### src/rps_pkg.sv
// Purpose: Shared constants and types for the receive port status register block
// Assumes: Byte-wide register reads arrive from the device's own serial-control front end
// Notes: Offsets are register addresses on the control bus
package rps_pkg;
    localparam logic [7:0] RPS_PORT_SEL_ADDR = 8'h4c;
    localparam logic [7:0] RPS_STATUS_ONE_ADDR = 8'h4d;
    localparam logic [7:0] RPS_STATUS_ONE_RESET = 8'h00;
    localparam int RPS_PORT_NUM_MSB = 7;
    localparam int RPS_PORT_NUM_LSB = 6;
    localparam int RPS_CRC_ERR_BIT = 5;
    localparam int RPS_LOCK_CHG_BIT = 4;
    localparam int RPS_SEQ_ERR_BIT = 3;
    localparam int RPS_PARITY_BIT = 2;
    localparam int RPS_ACCEPT_BIT = 1;
    localparam int RPS_LOCKED_BIT = 0;
    localparam int RPS_READ_PORT_LSB = 4;
    localparam int RPS_NUM_PORTS = 4;

    // Per-port live status and event inputs
    typedef struct packed {
        logic crc_err_evt;
        logic seq_err_evt;
        logic chan_err_flag;
        logic parity_over_limit;
        logic link_accept_flag;
        logic receiver_locked;
    } rps_port_in_t;

    // Register bus request
    typedef struct packed {
        logic rd;
        logic wr;
        logic [7:0] addr;
        logic [7:0] wdata;
    } rps_bus_req_t;
endpackage

### src/rps_status_one.sv
// Purpose: Paged receiver_port_status_one register for four receive ports
// Assumes: Read strobes and status inputs are synchronous to CORE_CLK_IN
// Notes: Read data is registered; clear-on-read acts on the page selected at the read
//
// Notes on behaviour
// - Each receive port keeps its own status copy and reads return the one chosen at 0x4C.
// - Read-port select values 0..3 pick receive ports 0..3 for readback.
// - Bits 7:6 return the index of the port chosen for readback.
// - Bit 5 is set by a control-channel CRC error and cleared by reading the register.
// - Bit 4 is set when the lock state changes and cleared by reading the register.
// - With enhanced errors off, bit 3 is a sticky sequence error cleared by this read.
// - With enhanced errors on, bit 3 is the channel error flag cleared only elsewhere.
// - Bit 2 is high while the parity error count exceeds the programmed limit.
// - The parity flag is not cleared by reading this register.
// - Bit 1 follows the live link accept flag.
// - Bit 0 follows the live receiver lock state.
`timescale 1ns/1ps
`default_nettype none
module rps_status_one
    import rps_pkg::*;
#(
    parameter int NPORT = RPS_NUM_PORTS
) (
    input wire logic CORE_CLK_IN,
    input wire logic SRST_IN,
    input wire rps_bus_req_t BUS_REQ_IN,
    input wire rps_port_in_t [NPORT-1:0] PORT_STAT_IN,
    input wire logic ENH_ERR_ENABLE_IN,
    output logic [7:0] RDATA_OUT,
    output logic RVALID_OUT,
    output logic [1:0] READ_PORT_OUT
);

    ////////////////////////////////////////////////////////////////////////////
    // Decode shared by the select register and status register paths
    function automatic logic hit(input rps_bus_req_t r, input logic [7:0] a);
        hit = (r.addr == a);
    endfunction

    logic [1:0] sel_q, sel_d;
    logic [7:0] rdata_q, rdata_d;
    logic rvalid_q, rvalid_d;
    logic rd_status;
    logic [NPORT-1:0] crc_q, crc_d, chg_q, chg_d, seq_q, seq_d, lock_prev_q, lock_prev_d;

    assign rd_status = BUS_REQ_IN.rd && hit(BUS_REQ_IN, RPS_STATUS_ONE_ADDR);

    ////////////////////////////////////////////////////////////////////////////
    // Read port select; loaded from bits 5:4 of a write to 0x4C
    always_comb begin
        sel_d = sel_q;
        if (BUS_REQ_IN.wr && hit(BUS_REQ_IN, RPS_PORT_SEL_ADDR)) begin
            sel_d = BUS_REQ_IN.wdata[RPS_READ_PORT_LSB +: 2];
        end
    end

    ////////////////////////////////////////////////////////////////////////////
    // Sticky flags per port; a set in the clearing cycle wins
    genvar gi;
    generate
        for (gi = 0; gi < NPORT; gi++) begin : g_port
            logic clr;
            logic lock_evt;
            // Only the page selected at the read edge is cleared
            assign clr = rd_status && (sel_q == 2'(gi));
            // Compare with the previous sample; the history resets to unlocked
            assign lock_evt = PORT_STAT_IN[gi].receiver_locked != lock_prev_q[gi];
            // Each port drives only its own bit, so no two processes share a vector
            assign crc_d[gi] = PORT_STAT_IN[gi].crc_err_evt | (crc_q[gi] & ~clr);
            assign chg_d[gi] = lock_evt | (chg_q[gi] & ~clr);
            // Sequence flag still collects in enhanced mode, shown only in normal mode
            assign seq_d[gi] = PORT_STAT_IN[gi].seq_err_evt | (seq_q[gi] & ~clr);
            assign lock_prev_d[gi] = PORT_STAT_IN[gi].receiver_locked;
        end
    endgenerate

    ////////////////////////////////////////////////////////////////////////////
    // Readback assembly from the selected page
    always_comb begin
        rps_port_in_t p;
        p = PORT_STAT_IN[sel_q];
        rdata_d = rdata_q;
        rvalid_d = 1'b0;
        if (rd_status) begin
            rvalid_d = 1'b1;
            rdata_d[RPS_PORT_NUM_MSB:RPS_PORT_NUM_LSB] = sel_q;
            rdata_d[RPS_CRC_ERR_BIT] = crc_q[sel_q];
            rdata_d[RPS_LOCK_CHG_BIT] = chg_q[sel_q];
            // Enhanced mode shows the flag owned by the channel status logic
            rdata_d[RPS_SEQ_ERR_BIT] = ENH_ERR_ENABLE_IN ? p.chan_err_flag
                                                         : seq_q[sel_q];
            rdata_d[RPS_PARITY_BIT] = p.parity_over_limit;
            rdata_d[RPS_ACCEPT_BIT] = p.link_accept_flag;
            rdata_d[RPS_LOCKED_BIT] = p.receiver_locked;
        end else if (BUS_REQ_IN.rd && hit(BUS_REQ_IN, RPS_PORT_SEL_ADDR)) begin
            rvalid_d = 1'b1;
            rdata_d = {2'b00, sel_q, 4'h0};
        end
    end

    ////////////////////////////////////////////////////////////////////////////
    // State registers
    always_ff @(posedge CORE_CLK_IN) begin
        if (SRST_IN) begin
            sel_q <= 2'h0;
            rdata_q <= RPS_STATUS_ONE_RESET;
            rvalid_q <= 1'b0;
            crc_q <= '0;
            chg_q <= '0;
            seq_q <= '0;
            lock_prev_q <= '0;
        end else begin
            sel_q <= sel_d;
            rdata_q <= rdata_d;
            rvalid_q <= rvalid_d;
            crc_q <= crc_d;
            chg_q <= chg_d;
            seq_q <= seq_d;
            lock_prev_q <= lock_prev_d;
        end
    end

    assign RDATA_OUT = rdata_q;
    assign RVALID_OUT = rvalid_q;
    assign READ_PORT_OUT = sel_q;

    ////////////////////////////////////////////////////////////////////////////
    // Checks
    a_port_num_field: assert property (@(posedge CORE_CLK_IN) disable iff (SRST_IN)
        rd_status |=> RDATA_OUT[7:6] == $past(sel_q))
        else $error("port number field wrong");
    a_sel_decode: assert property (@(posedge CORE_CLK_IN) disable iff (SRST_IN)
        BUS_REQ_IN.wr && BUS_REQ_IN.addr == RPS_PORT_SEL_ADDR
        |=> sel_q == $past(BUS_REQ_IN.wdata[5:4]))
        else $error("read port select not taken");
    a_crc_set: assert property (@(posedge CORE_CLK_IN) disable iff (SRST_IN)
        PORT_STAT_IN[0].crc_err_evt |=> crc_q[0])
        else $error("crc flag not set");
    a_crc_clear: assert property (@(posedge CORE_CLK_IN) disable iff (SRST_IN)
        rd_status && sel_q == 2'h0 && !PORT_STAT_IN[0].crc_err_evt |=> !crc_q[0])
        else $error("crc flag not cleared by read");
    a_lock_chg: assert property (@(posedge CORE_CLK_IN) disable iff (SRST_IN)
        $changed(PORT_STAT_IN[0].receiver_locked) ##1 1'b1 |-> chg_q[0])
        else $error("lock change not flagged");
    a_seq_clear: assert property (@(posedge CORE_CLK_IN) disable iff (SRST_IN)
        rd_status && sel_q == 2'h1 && !PORT_STAT_IN[1].seq_err_evt |=> !seq_q[1])
        else $error("sequence flag not cleared");
    a_enh_bit: assert property (@(posedge CORE_CLK_IN) disable iff (SRST_IN)
        rd_status && ENH_ERR_ENABLE_IN
        |=> RDATA_OUT[3] == $past(PORT_STAT_IN[sel_q].chan_err_flag))
        else $error("enhanced error bit wrong");
    a_parity_bit: assert property (@(posedge CORE_CLK_IN) disable iff (SRST_IN)
        rd_status |=> RDATA_OUT[2] == $past(PORT_STAT_IN[sel_q].parity_over_limit))
        else $error("parity bit wrong");
    a_live_bits: assert property (@(posedge CORE_CLK_IN) disable iff (SRST_IN)
        rd_status |=> RDATA_OUT[1:0] == {$past(PORT_STAT_IN[sel_q].link_accept_flag),
                                         $past(PORT_STAT_IN[sel_q].receiver_locked)})
        else $error("live bits wrong");
    a_set_wins: assert property (@(posedge CORE_CLK_IN) disable iff (SRST_IN)
        rd_status && PORT_STAT_IN[sel_q].seq_err_evt |=> seq_q[$past(sel_q)])
        else $error("event lost on clearing read");

    ////////////////////////////////////////////////////////////////////////////
    // Answer timing; the host takes read data on a fixed one-cycle answer
    a_rvalid_read: assert property (@(posedge CORE_CLK_IN) disable iff (SRST_IN)
        rd_status |=> RVALID_OUT)
        else $error("status read not answered");
    a_rvalid_idle: assert property (@(posedge CORE_CLK_IN) disable iff (SRST_IN)
        !BUS_REQ_IN.rd |=> !RVALID_OUT)
        else $error("read valid without a read");
    // Addresses outside this block must stay silent for the other register logic
    a_rvalid_unmapped: assert property (@(posedge CORE_CLK_IN) disable iff (SRST_IN)
        BUS_REQ_IN.rd && !hit(BUS_REQ_IN, RPS_PORT_SEL_ADDR)
        && !hit(BUS_REQ_IN, RPS_STATUS_ONE_ADDR) |=> !RVALID_OUT)
        else $error("unmapped read answered");

    // A read of one page must leave the other pages' flags alone
    a_other_page: assert property (@(posedge CORE_CLK_IN) disable iff (SRST_IN)
        rd_status && sel_q != 2'h0 && crc_q[0] |=> crc_q[0])
        else $error("read cleared another page");

    // The select only moves on a write to the select register
    a_sel_hold: assert property (@(posedge CORE_CLK_IN) disable iff (SRST_IN)
        !(BUS_REQ_IN.wr && BUS_REQ_IN.addr == RPS_PORT_SEL_ADDR) |=> $stable(sel_q))
        else $error("read port select moved without a write");

    ////////////////////////////////////////////////////////////////////////////
    // Sticky bits as returned to the host, and their clearing
    a_crc_bit: assert property (@(posedge CORE_CLK_IN) disable iff (SRST_IN)
        rd_status |=> RDATA_OUT[5] == $past(crc_q[sel_q]))
        else $error("crc bit wrong");
    a_crc_wins: assert property (@(posedge CORE_CLK_IN) disable iff (SRST_IN)
        rd_status && PORT_STAT_IN[sel_q].crc_err_evt |=> crc_q[$past(sel_q)])
        else $error("crc event lost on clearing read");
    a_lock_bit: assert property (@(posedge CORE_CLK_IN) disable iff (SRST_IN)
        rd_status |=> RDATA_OUT[4] == $past(chg_q[sel_q]))
        else $error("lock change bit wrong");
    // A read with no new lock event must clear the change flag of its page
    a_lock_clear: assert property (@(posedge CORE_CLK_IN) disable iff (SRST_IN)
        rd_status && sel_q == 2'h0
        && PORT_STAT_IN[0].receiver_locked == lock_prev_q[0] |=> !chg_q[0])
        else $error("lock change not cleared by read");
    // Without a read the change flag must stay until the host has seen it
    a_lock_hold: assert property (@(posedge CORE_CLK_IN) disable iff (SRST_IN)
        !rd_status && chg_q[0] |=> chg_q[0])
        else $error("lock change lost without a read");
    a_seq_set: assert property (@(posedge CORE_CLK_IN) disable iff (SRST_IN)
        PORT_STAT_IN[1].seq_err_evt |=> seq_q[1])
        else $error("sequence flag not set");
    a_seq_bit: assert property (@(posedge CORE_CLK_IN) disable iff (SRST_IN)
        rd_status && !ENH_ERR_ENABLE_IN |=> RDATA_OUT[3] == $past(seq_q[sel_q]))
        else $error("sequence bit wrong");

endmodule
`default_nettype wire

### config.mk
export PLATFORM = sky130hd
export DESIGN_NAME = rps_status_one
export DESIGN_NICKNAME = d
export VERILOG_FILES = /design/src/rps_pkg.sv /design/src/rps_status_one.sv
export SDC_FILE = /design/constraint.sdc
export NUM_CORES = 1
export LEC_CHECK = 0
export ABC_AREA = 1
export BUFFER_PORTS_ARGS = -buffer_cell sky130_fd_sc_hd__buf_2
export CAP_MARGIN = 20
export CORE_ASPECT_RATIO = 1.4
export CORE_UTILIZATION = 30
export CTS_BUF_LIST = sky130_fd_sc_hd__clkbuf_16
export DETAILED_ROUTE_END_ITERATION = 7
export PLACE_DENSITY = 0.59
export SLEW_MARGIN = 20
export SYNTH_ARGS = -nofsm -noshare
export SYNTH_HDL_FRONTEND = slang
export SYNTH_SLANG_ARGS = --single-unit
### constraint.sdc
create_clock -name CORE_CLK_IN -period 2.42 [get_ports CORE_CLK_IN]
set_input_delay 0.363 -clock CORE_CLK_IN [delete_from_list [all_inputs] [get_ports CORE_CLK_IN]]
set_output_delay 0.363 -clock CORE_CLK_IN [all_outputs]
set_load 0.02 [all_outputs]
* Yosys cells after proc, flatten, opt, wreduce, memory -nomap -nowiden *
Index checks and enable logic that the tools add are counted.

storage, ports and cells
  bits in registers = 27
  latch bits = 0
  memory bits (writable) = 0
  ROM bits = 0
  input port bits = 45
  word-level logic and storage cells = 67
  memories = 0

operators by class
  add/sub/neg operators = 0
  $mul = 0
  div/mod/pow operators = 0
  magnitude comparators = 1
  equality and inequality tests = 9
  shift-type cells = 0
  mux-type cells = 13
  bitwise logic cells = 28
  reduce and logical (&&, ||, !) cells = 9

operator list
  cell                                                 count
  == test 8 x 7 -> 1 bit (second input constant)       2
  2-to-1 mux 8 bit                                     2
  AND 1 bit                                            12
  binary-select mux 6 bit (select 2 bit)               1
  OR 1 bit                                             12
  logical AND 1 bit                                    7
  binary-select mux 1 bit (select 2 bit)               3
  2-to-1 mux 1 bit                                     6
  == test 2 bit (second input constant)                2
  2-to-1 mux 4 bit                                     1
  != test 1 bit                                        4
  inverter 1 bit                                       4
  < comparator 2 x 3 -> 1 bit (second input constant)  1
  == test 2 x 1 -> 1 bit (second input constant)       1
  logical NOT 2 bit                                    1
  nonzero test 2 bit                                   1

* Depth between registers and ports, before layout *
Gate-level depths: netlist of run 1.

  word-level depth = 6
  mapped depth = 10
  depth with buffers taken out = 9

* Least setup slack after synthesis of run 1 *
OpenSTA, ideal clock, no wires.

  path kind = reg2reg
  from = register sel_q[0], in the netlist READ_PORT_OUT[0]
  to = register crc_q[1]
  data arrival time = 1.178 ns
  setup slack = 1.114 ns
  cell stages (with the launch flop) = 8
  path buffers = 2
  period minus slack after synthesis = 1.306 ns
  path through = dfxtp_1 buf_6 inv_2 buf_6 nor2_1 nand4_1 a21oi_1 nor2_1

on the way
  cells in the longest elaborated chain, start to end = 5

ends and longest elaborated chain
  item                      line                   RTL
  start: declaration        rps_status_one.sv:40   logic [1:0] sel_q, sel_d;
  start signal: assignment  rps_status_one.sv:113  sel_q <= sel_d;
  == test 2 x 1 -> 1 bit    rps_status_one.sv:65   assign clr = rd_status && (sel_q == 2'(gi));
  logical AND 1 bit         rps_status_one.sv:65
  inverter 1 bit            rps_status_one.sv:69   assign crc_d[gi] = PORT_STAT_IN[gi].crc_err_evt | (crc_q[gi] & ~clr);
  AND 1 bit                 rps_status_one.sv:69
  OR 1 bit                  rps_status_one.sv:69
  end signal: assignment    rps_status_one.sv:116  crc_q <= crc_d;
  end: declaration          rps_status_one.sv:44   logic [NPORT-1:0] crc_q, crc_d, chg_q, chg_d, seq_q, seq_d, lock_prev_q, lock_prev_d;

No other way between the ends.
A chain may end at the register's enable or synchronous reset.

* Worst setup path in the final report of run 1 *
  from = register sel_q[0], in the netlist READ_PORT_OUT[0]
  to = output READ_PORT_OUT[0]

RTL lines
  item              line                  RTL
  end: declaration  rps_status_one.sv:31  output logic [1:0] READ_PORT_OUT

No word-level cell between the ends.

==> results.md, run 1 <==
CTS
• **clock-pin slew on the worst setup and hold paths** 70 ps
• **Post-CTS Hold Fix Bufs** 0
• **total number of clock tree sinks** 27
• **number of buffers created by CTS** 3
• **deepest level of the CTS H-tree** 1
• **number of buffers inserted by post-CTS setup repair** 0
• **master cell of the clock root buffer** sky130_fd_sc_hd__clkbuf_16
• **maximum number of buffers from clock root to sink** 2
• **# resized after CTS** 0
• **CTS tree** yes
• **latest clock arrival within the worst-skew pair** 260 ps

Placement
• **routability congestion estimate** 0.712
• **cell area after placement** 0.00158 sq mm
• **# placed instances** 270
• **pre-CTS setup slack** 853 ps
• **buffers added on ports** 49
• **half-perimeter wire length after placement** 2.53 mm

STA
• **final hold violations** 0
• **Fmax achieved** 0.678 GHz
• **RSZ-0062 raised after global routing** false
• **slew at the pin with the worst max-slew slack** 504 ps
• **final count of negative-setup-slack endpoints** 0
• **final critical delay including setup and external delays** 1470 ps
• **post-route clock skew** 4.42 ps
• **Max-Slew Margin vs Limit** 66.4%
• **setup ws final** 945 ps
• **total negative slack** 0 ps
• **Period Utilization, post-route** 60.9%
• **final slew viol count** 0

Critical path
• **beginning of the critical path** READ_PORT_OUT[0]
• **data required time at the worst endpoint** 2060 ps
• **series of cell instances along the critical path** buf_4 > buf_2
• **R2R depth** 5
• **Crit. End Element** output pin
• **launching point of the worst reg2reg path** READ_PORT_OUT[1]
• **worst-path cell with the longest stage delay** sky130_fd_sc_hd__dfxtp_1
• **path type of the worst setup path** reg2out
• **CP Launch Type** flip-flop
• **critical register-to-register path endpoint** crc_q[2]
• **worst reg2reg setup slack** 1000 ps
• **largest driver fanout on the critical path** 17
• **critical path's largest stage delay** 410 ps
• **signal arrival time at the worst endpoint** 1110 ps
• **number of buffer and inverter instances along the worst setup path** 2
• **family with the most delay on the worst path** buffers and inverters

Final layout
• **final instance count without filler cells** 274
• **number of inserted diodes** 0
• **post-route standard cell area excluding fillers** 0.00166 sq mm
• **nets@finish** 275
• **area used by multi-input combinational logic** 668 sq um
• **layout cells sized above 1** 29.3%
• **signed area change from the synthesized netlist to the final layout** 26.0%
• **fill count** 474
• **register cell area after layout** 541 sq um

Outcome
• **failing checks** design-rule violations
• **status** complete, but fails checks

Routing
• **Routed WL per cell** 12.3 um
• **Detailed Route WL** 3.37 mm
• **number of iterations in the first detailed-routing pass** 8
• **remaining number of nets flagged by the antenna check after routing** 0
• **number of vias after detailed routing** 1,322
• **routed via count divided by cell count** 4.82
• **DRC violation count after routing** 5
• **Detailed Route Iter0 Violations** 33

Synth
• **Post-synth top flop** sky130_fd_sc_hd__dfxtp_1
• **share of synthesized area occupied by flip-flops and latches** 41.1%
• **share of async-settable or async-resettable flops after synthesis** 0%
• **fraction of synthesized cell area taken by the top area cell type** 41.1%
• **number of synthesized flops with an enable pin** 0
• **gate count after technology mapping** 182
• **cell types with the highest counts after synthesis** sky130_fd_sc_hd__nand2_1, sky130_fd_sc_hd__nor2_1, sky130_fd_sc_hd__dfxtp_1
• **post-synthesis area per instance** 7.23 sq um
• **combined area of all synthesized cells** 0.00132 sq mm
• **number of warning messages in the yosys log** 0
• **number of distinct library cells after synthesis** 23
• **Post-Syn Nets** 227
• **synth top area cells** sky130_fd_sc_hd__dfxtp_1, sky130_fd_sc_hd__nand2_1, sky130_fd_sc_hd__nor2_1, sky130_fd_sc_hd__a21oi_1, sky130_fd_sc_hd__inv_1
• **Synth area leader** sky130_fd_sc_hd__dfxtp_1
• **synthesis-stage register bit count** 27
• **most instantiated library cell after synthesis** sky130_fd_sc_hd__nand2_1

Floorplanning
• **vertical die dimension** 80.4 um
• **die outline area** 0.00466 sq mm
• **Core Region** 0.00420 sq mm
• **top-level port count** 56
• **DIE WIDTH** 58.0 um
• **Initial Util** 31.3%
• **standard-cell rows** 28

Power
• **switching part of the total power** 22.6%
• **leakage power total** 0.809 nW
• **Net Switching** 0.000214 W
• **register share of total power** 50.0%
• **total power divided by cell area** 571 mW/mm^2
• **Power Total** 0.000946 W
• **worst vdd ir** 0.184 mV
• **internal cell power** 0.000733 W
• **clock power share** 39.8%
• **Combinational Power Share** 10.2%

GRT
• **GRT Total Usage** 14.9%
• **antenna violations before repair** 0
• **overflow left after global routing** 0
• **maximum number of pins on one net before global-route repair** 28
• **vias in the first global route** 1,186
• **global-route wire length before repair** 5.31 mm

Hold path
• **path type of the worst min-delay path** in2reg
• **launch point of the worst hold path** PORT_STAT_IN[11]
• **cell count of the worst hold path** 3
• **worst hold path endpoint** crc_q[1]

Job
• **number of max-capacitance violations reported** 0

-- registers in the layout, indices dropped and copies added, names as in the netlist --
register	flops
seq_q	4
RDATA_OUT	8
lock_prev_q	4
chg_q	4
crc_q	4
RVALID_OUT	1
READ_PORT_OUT	2
-- worst max path at each step --
| stage | cells after the start | end | slack [ps] |
|---|---|---|---|
| after floorplan | 7 | crc_q[1] | 1110 |
| after global placement | 7 | seq_q[0] | 870 |
| after detailed placement | 7 | seq_q[0] | 850 |
| after CTS | 2 | READ_PORT_OUT[0] | 940 |
| after global routing | 5 | crc_q[2] | 880 |
| final | 2 | READ_PORT_OUT[0] | 950 |
-- layout by cell type, fill, tap and decap left out, types with 2 or more instances in the layout --
cell / count
sky130_fd_sc_hd__nor3_4: 2
sky130_fd_sc_hd__o21ai_0: 8
sky130_fd_sc_hd__buf_4: 2
sky130_fd_sc_hd__nor2_1: 29
sky130_fd_sc_hd__nand3_1: 7
sky130_fd_sc_hd__inv_2: 2
sky130_fd_sc_hd__clkbuf_16: 3
sky130_fd_sc_hd__nand3_2: 3
sky130_fd_sc_hd__nand2_4: 2
sky130_fd_sc_hd__xnor2_1: 4
sky130_fd_sc_hd__o22ai_1: 2
sky130_fd_sc_hd__nand4_1: 5
sky130_fd_sc_hd__nand2_1: 44
sky130_fd_sc_hd__a21oi_1: 21
sky130_fd_sc_hd__buf_2: 49
sky130_fd_sc_hd__a211oi_1: 2
sky130_fd_sc_hd__dfxtp_1: 27
sky130_fd_sc_hd__inv_1: 11
-- cells by family (layout without fill, tap and decap cells) --
family | after synthesis | after routing | synth area share, %
compound gates | 33 | 33 | 13.1
xor+xnor | 4 | 4 | 2.66
buf+inv | 22 | 69 | 8.17
flops | 27 | 27 | 41.1
simple gates | 96 | 96 | 35.0
-- worst register-to-register path: cells and delay by family (launching register included) --
| kind | cells | cell delay (ps) |
|---|---|---|
| AO/OA/AOI/OAI | 1 | 200 |
| AND/OR/NAND/NOR | 3 | 410 |
| buffers and inverters | 1 | 300 |
| flip-flops | 1 | 390 |
-- area by class of cell --
class / instances / area share (%)
Sequential cell: 27 / 32.6
Inverter: 14 / 3.17
Timing Repair Buffer: 51 / 15.7
Tap cell: 45 / 3.40
Multi-Input combinational cell: 133 / 40.3
Clock inverter: 1 / 0.302
Clock buffer: 3 / 4.53
-- layer usage --
metal  vias to the layer above  share of wire (%)  global-route usage [%]
li1                        685                  -                       -
met1                       605                 39                    16.6
met2                        29                 56                    28.9
met3                         3                4.1                    2.09
met4                         0               0.50                    3.57
met5                         -                  0                       0
-- power groups by stage --
stage | logic (W) | clock network (W) | registers [W]
floorplan | 0.0000550 | 0 | 0.000481
global placement | 0.0000966 | 0 | 0.000483
detailed placement | 0.0000983 | 0 | 0.000483
CTS | 0.0000988 | 0.000388 | 0.000473
global route | 0.000110 | 0.000399 | 0.000475
finish | 0.0000968 | 0.000377 | 0.000473
-- stage by stage --
stage / hold WS [ps] / util, %
after floorplan: 440 / -
after detailed placement: 453 / 37.5
final: 301 / 39.4
after CTS: 301 / 39.4
after global placement: 450 / 37.5
after global routing: 308 / 39.4
Note: power is estimated with default switching activity, not from simulation.
==> inputs of run 2 (changes only) <==
--- a/config.mk
+++ b/config.mk
@@ -12,7 +12,7 @@
 export CORE_UTILIZATION = 30
 export CTS_BUF_LIST = sky130_fd_sc_hd__clkbuf_16
 export DETAILED_ROUTE_END_ITERATION = 7
-export PLACE_DENSITY = 0.59
+export PLACE_DENSITY = 0.61
 export SLEW_MARGIN = 20
 export SYNTH_ARGS = -nofsm -noshare
 export SYNTH_HDL_FRONTEND = slang
==> constraint.sdc (replaced) <==
create_clock -name CORE_CLK_IN -period 1.3 [get_ports CORE_CLK_IN]
set_input_delay 0.195 -clock CORE_CLK_IN [delete_from_list [all_inputs] [get_ports CORE_CLK_IN]]
set_output_delay 0.195 -clock CORE_CLK_IN [all_outputs]
set_load 0.02 [all_outputs]
==> run 2 against run 1 <==
  * Non-clock buffer count rose by 5
  * The run still ends with design-rule violations left
  * Clock skew fell by 1.1 ps
  * Die area did not move
  * Routed wire length fell by 5.3%
  * Count of clock-buffer cells in the layout did not move
  * Sequential share of layout area fell by 1.2 points
  * Via count barely moved
  * Global-route usage rose by 0.057 points
  * Sequential cell count did not move
  * Critical path type unchanged
  * Cell count rose by 1.8%
  * Setup slack got worse by 820 ps
  * Worst hold slack got worse by 170 ps
  * Highest routed layer unchanged
==> results.md, run 2 (synthesized netlist as in run 1, its figures left out) <==
STA
• **slew at the pin with the worst max-slew slack** 325 ps, -179 ps
• **setup ws final** 129 ps, -816 ps
• **Max-Slew Margin vs Limit** 78.4%, +12 points
• **final hold violations** 0, unchanged
• **Fmax achieved** 0.854 GHz
• **final count of negative-setup-slack endpoints** 0, unchanged
• **RSZ-0062 raised after global routing** false
• **final critical delay including setup and external delays** 1170 ps
• **post-route clock skew** 3.36 ps, -1.06 ps
• **final slew viol count** 0, unchanged
• **Period Utilization, post-route** 90.1%
• **WHS** 136 ps, -166 ps
• **total negative slack** 0 ps, unchanged

Placement
• **half-perimeter wire length after placement** 2.51 mm, -1.1%
• **pre-CTS setup slack** 48.3 ps, -805 ps
• **routability congestion estimate** 0.703, -1.2%
• **buffers added on ports** 49, unchanged

Routing
• **number of vias after detailed routing** 1,323, +0.076%
• **Detailed Route Iter0 Violations** 27, -18%
• **DRC violation count after routing** 4, -1
• **Routed WL per cell** 11.4 um, -7.0%
• **Detailed Route WL** 3.19 mm, -5.3%
• **routed via count divided by cell count** 4.74, -1.7%
• **number of iterations in the first detailed-routing pass** 8, unchanged
• **remaining number of nets flagged by the antenna check after routing** 0, unchanged

Final layout
• **share of the core filled with cells in the final layout** 41.0%, +1.6 points
• **nets@finish** 280, +1.8%
• **layout cells sized above 1** 31.2%, +1.9 points
• **signed area change from the synthesized netlist to the final layout** 31.0%
• **most frequent cells in the layout** sky130_fd_sc_hd__buf_2, sky130_fd_sc_hd__nand2_1, sky130_fd_sc_hd__nor2_1
• **area used by multi-input combinational logic** 668 sq um, unchanged
• **fill count** 467, -1.5%
• **register cell area after layout** 542 sq um, +0.23%
• **number of flip-flops in the largest register** 8, unchanged
• **commonest non-fill, non-tap cell in the layout** sky130_fd_sc_hd__buf_2
• **number of inserted diodes** 0, unchanged

Floorplanning
• **Initial Util** 31.3%, unchanged
• **top-level port count** 56, unchanged
• **vertical die dimension** 80.4 um, unchanged
• **standard-cell rows** 28, unchanged
• **DIE WIDTH** 58.0 um, unchanged
• **die outline area** 0.00466 sq mm, unchanged
• **Core Region** 0.00420 sq mm, unchanged

Critical path
• **series of cell instances along the critical path** buf_4 > buf_2
• **Crit. End Element** output pin
• **worst reg2reg setup slack** 130 ps, -870 ps
• **largest driver fanout on the critical path** 11, -6
• **critical path's largest stage delay** 340 ps, -70 ps
• **CP Launch Type** flip-flop
• **worst-path cell with the longest stage delay** sky130_fd_sc_hd__dfxtp_1
• **signal arrival time at the worst endpoint** 980 ps, -130 ps
• **path type of the worst setup path** reg2out
• **data required time at the worst endpoint** 1110 ps, -950 ps

Power
• **Net Switching** 0.000392 W, +83%
• **total power divided by cell area** 1020 mW/mm^2, +79%
• **worst vdd ir** 0.552 mV, +200%
• **leakage power total** 0.842 nW, +4.0%
• **internal cell power** 0.00137 W, +87%
• **register share of total power** 49.9%, about the same
• **Power Total** 0.00177 W, +87%
• **switching part of the total power** 22.2%, -0.39 points
• **Combinational Power Share** 10.8%, +0.6 points
• **clock power share** 39.3%, -0.5 points

Job
• **number of max-capacitance violations reported** 0, unchanged

CTS
• **CTS tree** yes
• **clock-pin slew on the worst setup and hold paths** 70 ps, about the same
• **Post-CTS Hold Fix Bufs** 0, unchanged
• **deepest level of the CTS H-tree** 1, unchanged
• **number of buffers inserted by post-CTS setup repair** 0, unchanged
• **master cell of the clock root buffer** sky130_fd_sc_hd__clkbuf_16
• **number of buffers created by CTS** 3, unchanged
• **maximum number of buffers from clock root to sink** 2, unchanged
• **total number of clock tree sinks** 27, unchanged
• **latest clock arrival within the worst-skew pair** 260 ps, about the same

Outcome
• **status** complete, but fails checks
• **failing checks** design-rule violations

GRT
• **GRT Total Usage** 15.0%, +0.057 points
• **vias in the first global route** 1,215, +2.4%
• **maximum number of pins on one net before global-route repair** 19, -32%
• **overflow left after global routing** 0, unchanged
• **global-route wire length before repair** 5.40 mm, +1.8%
• **antenna violations before repair** 0, unchanged

Hold path
• **path type of the worst min-delay path** in2reg

==> run 2: cell types whose count changed in the layout (fill, tap and decap cells not counted), sizes merged <==
cell | previous run | this run
buf | 51 | 56
==> run 2: path summary, 6_finish.rpt <==
path                                  startpoint          endpoint  cells past startpoint
worst max-delay path            READ_PORT_OUT[1]  READ_PORT_OUT[1]                      2
worst min-delay path             PORT_STAT_IN[4]          seq_q[0]                      3
worst max register to register  READ_PORT_OUT[1]          seq_q[2]                      5
worst min register to register      RDATA_OUT[5]      RDATA_OUT[5]                      2
==> run 2: timing repair <==
| action | CTS | global route |
|---|---|---|
| hold endpoints to repair | 0 | 0 |
| gates resized for setup | 0 | 2 |
| endpoints found under the setup margin | 0 | 3 |
==> run 2: power groups by stage <==
stage | clock, W | sequential (W) | combinational, W
floorplan | 0 | 0.000896 | 0.000102
global placement | 0 | 0.000898 | 0.000191
detailed placement | 0 | 0.000900 | 0.000194
CTS | 0.000714 | 0.000881 | 0.000195
global route | 0.000747 | 0.000884 | 0.000218
finish | 0.000694 | 0.000881 | 0.000191
==> run 2: routing by layer <==
layer | vias up | part of all wire [%] | GRT usage [%]
met5 | - | 0 | 0
met4 | 0 | 1.3 | 4.29
met3 | 5 | 3.9 | 2.09
met2 | 30 | 53 | 27.6
met1 | 591 | 42 | 17.6
li1 | 697 | - | -
==> run 2: final cells by class <==
type                       count  share of cell area [%]
multi-input combinational    133                    38.8
sequential                    27                    31.4
timing repair buffer          56                    18.7
clock buffer                   3                    4.35
tap                           45                    3.27
inverter                      14                    3.19
clock inverter                 1                   0.290
==> run 2: worst max-delay path: cells and delay by family (launching register included) <==
family   cells  cell delay (ps)
flops        1              340
buf+inv      2              370
==> run 2: through the flow <==
stage	std cells	instance area [sq um]
6_report	279	1720
5_1_grt	279	1720
4_1_cts	279	1720
3_5_place_dp	275	1640
3_3_place_gp	275	1640
2_1_floorplan	182	1320
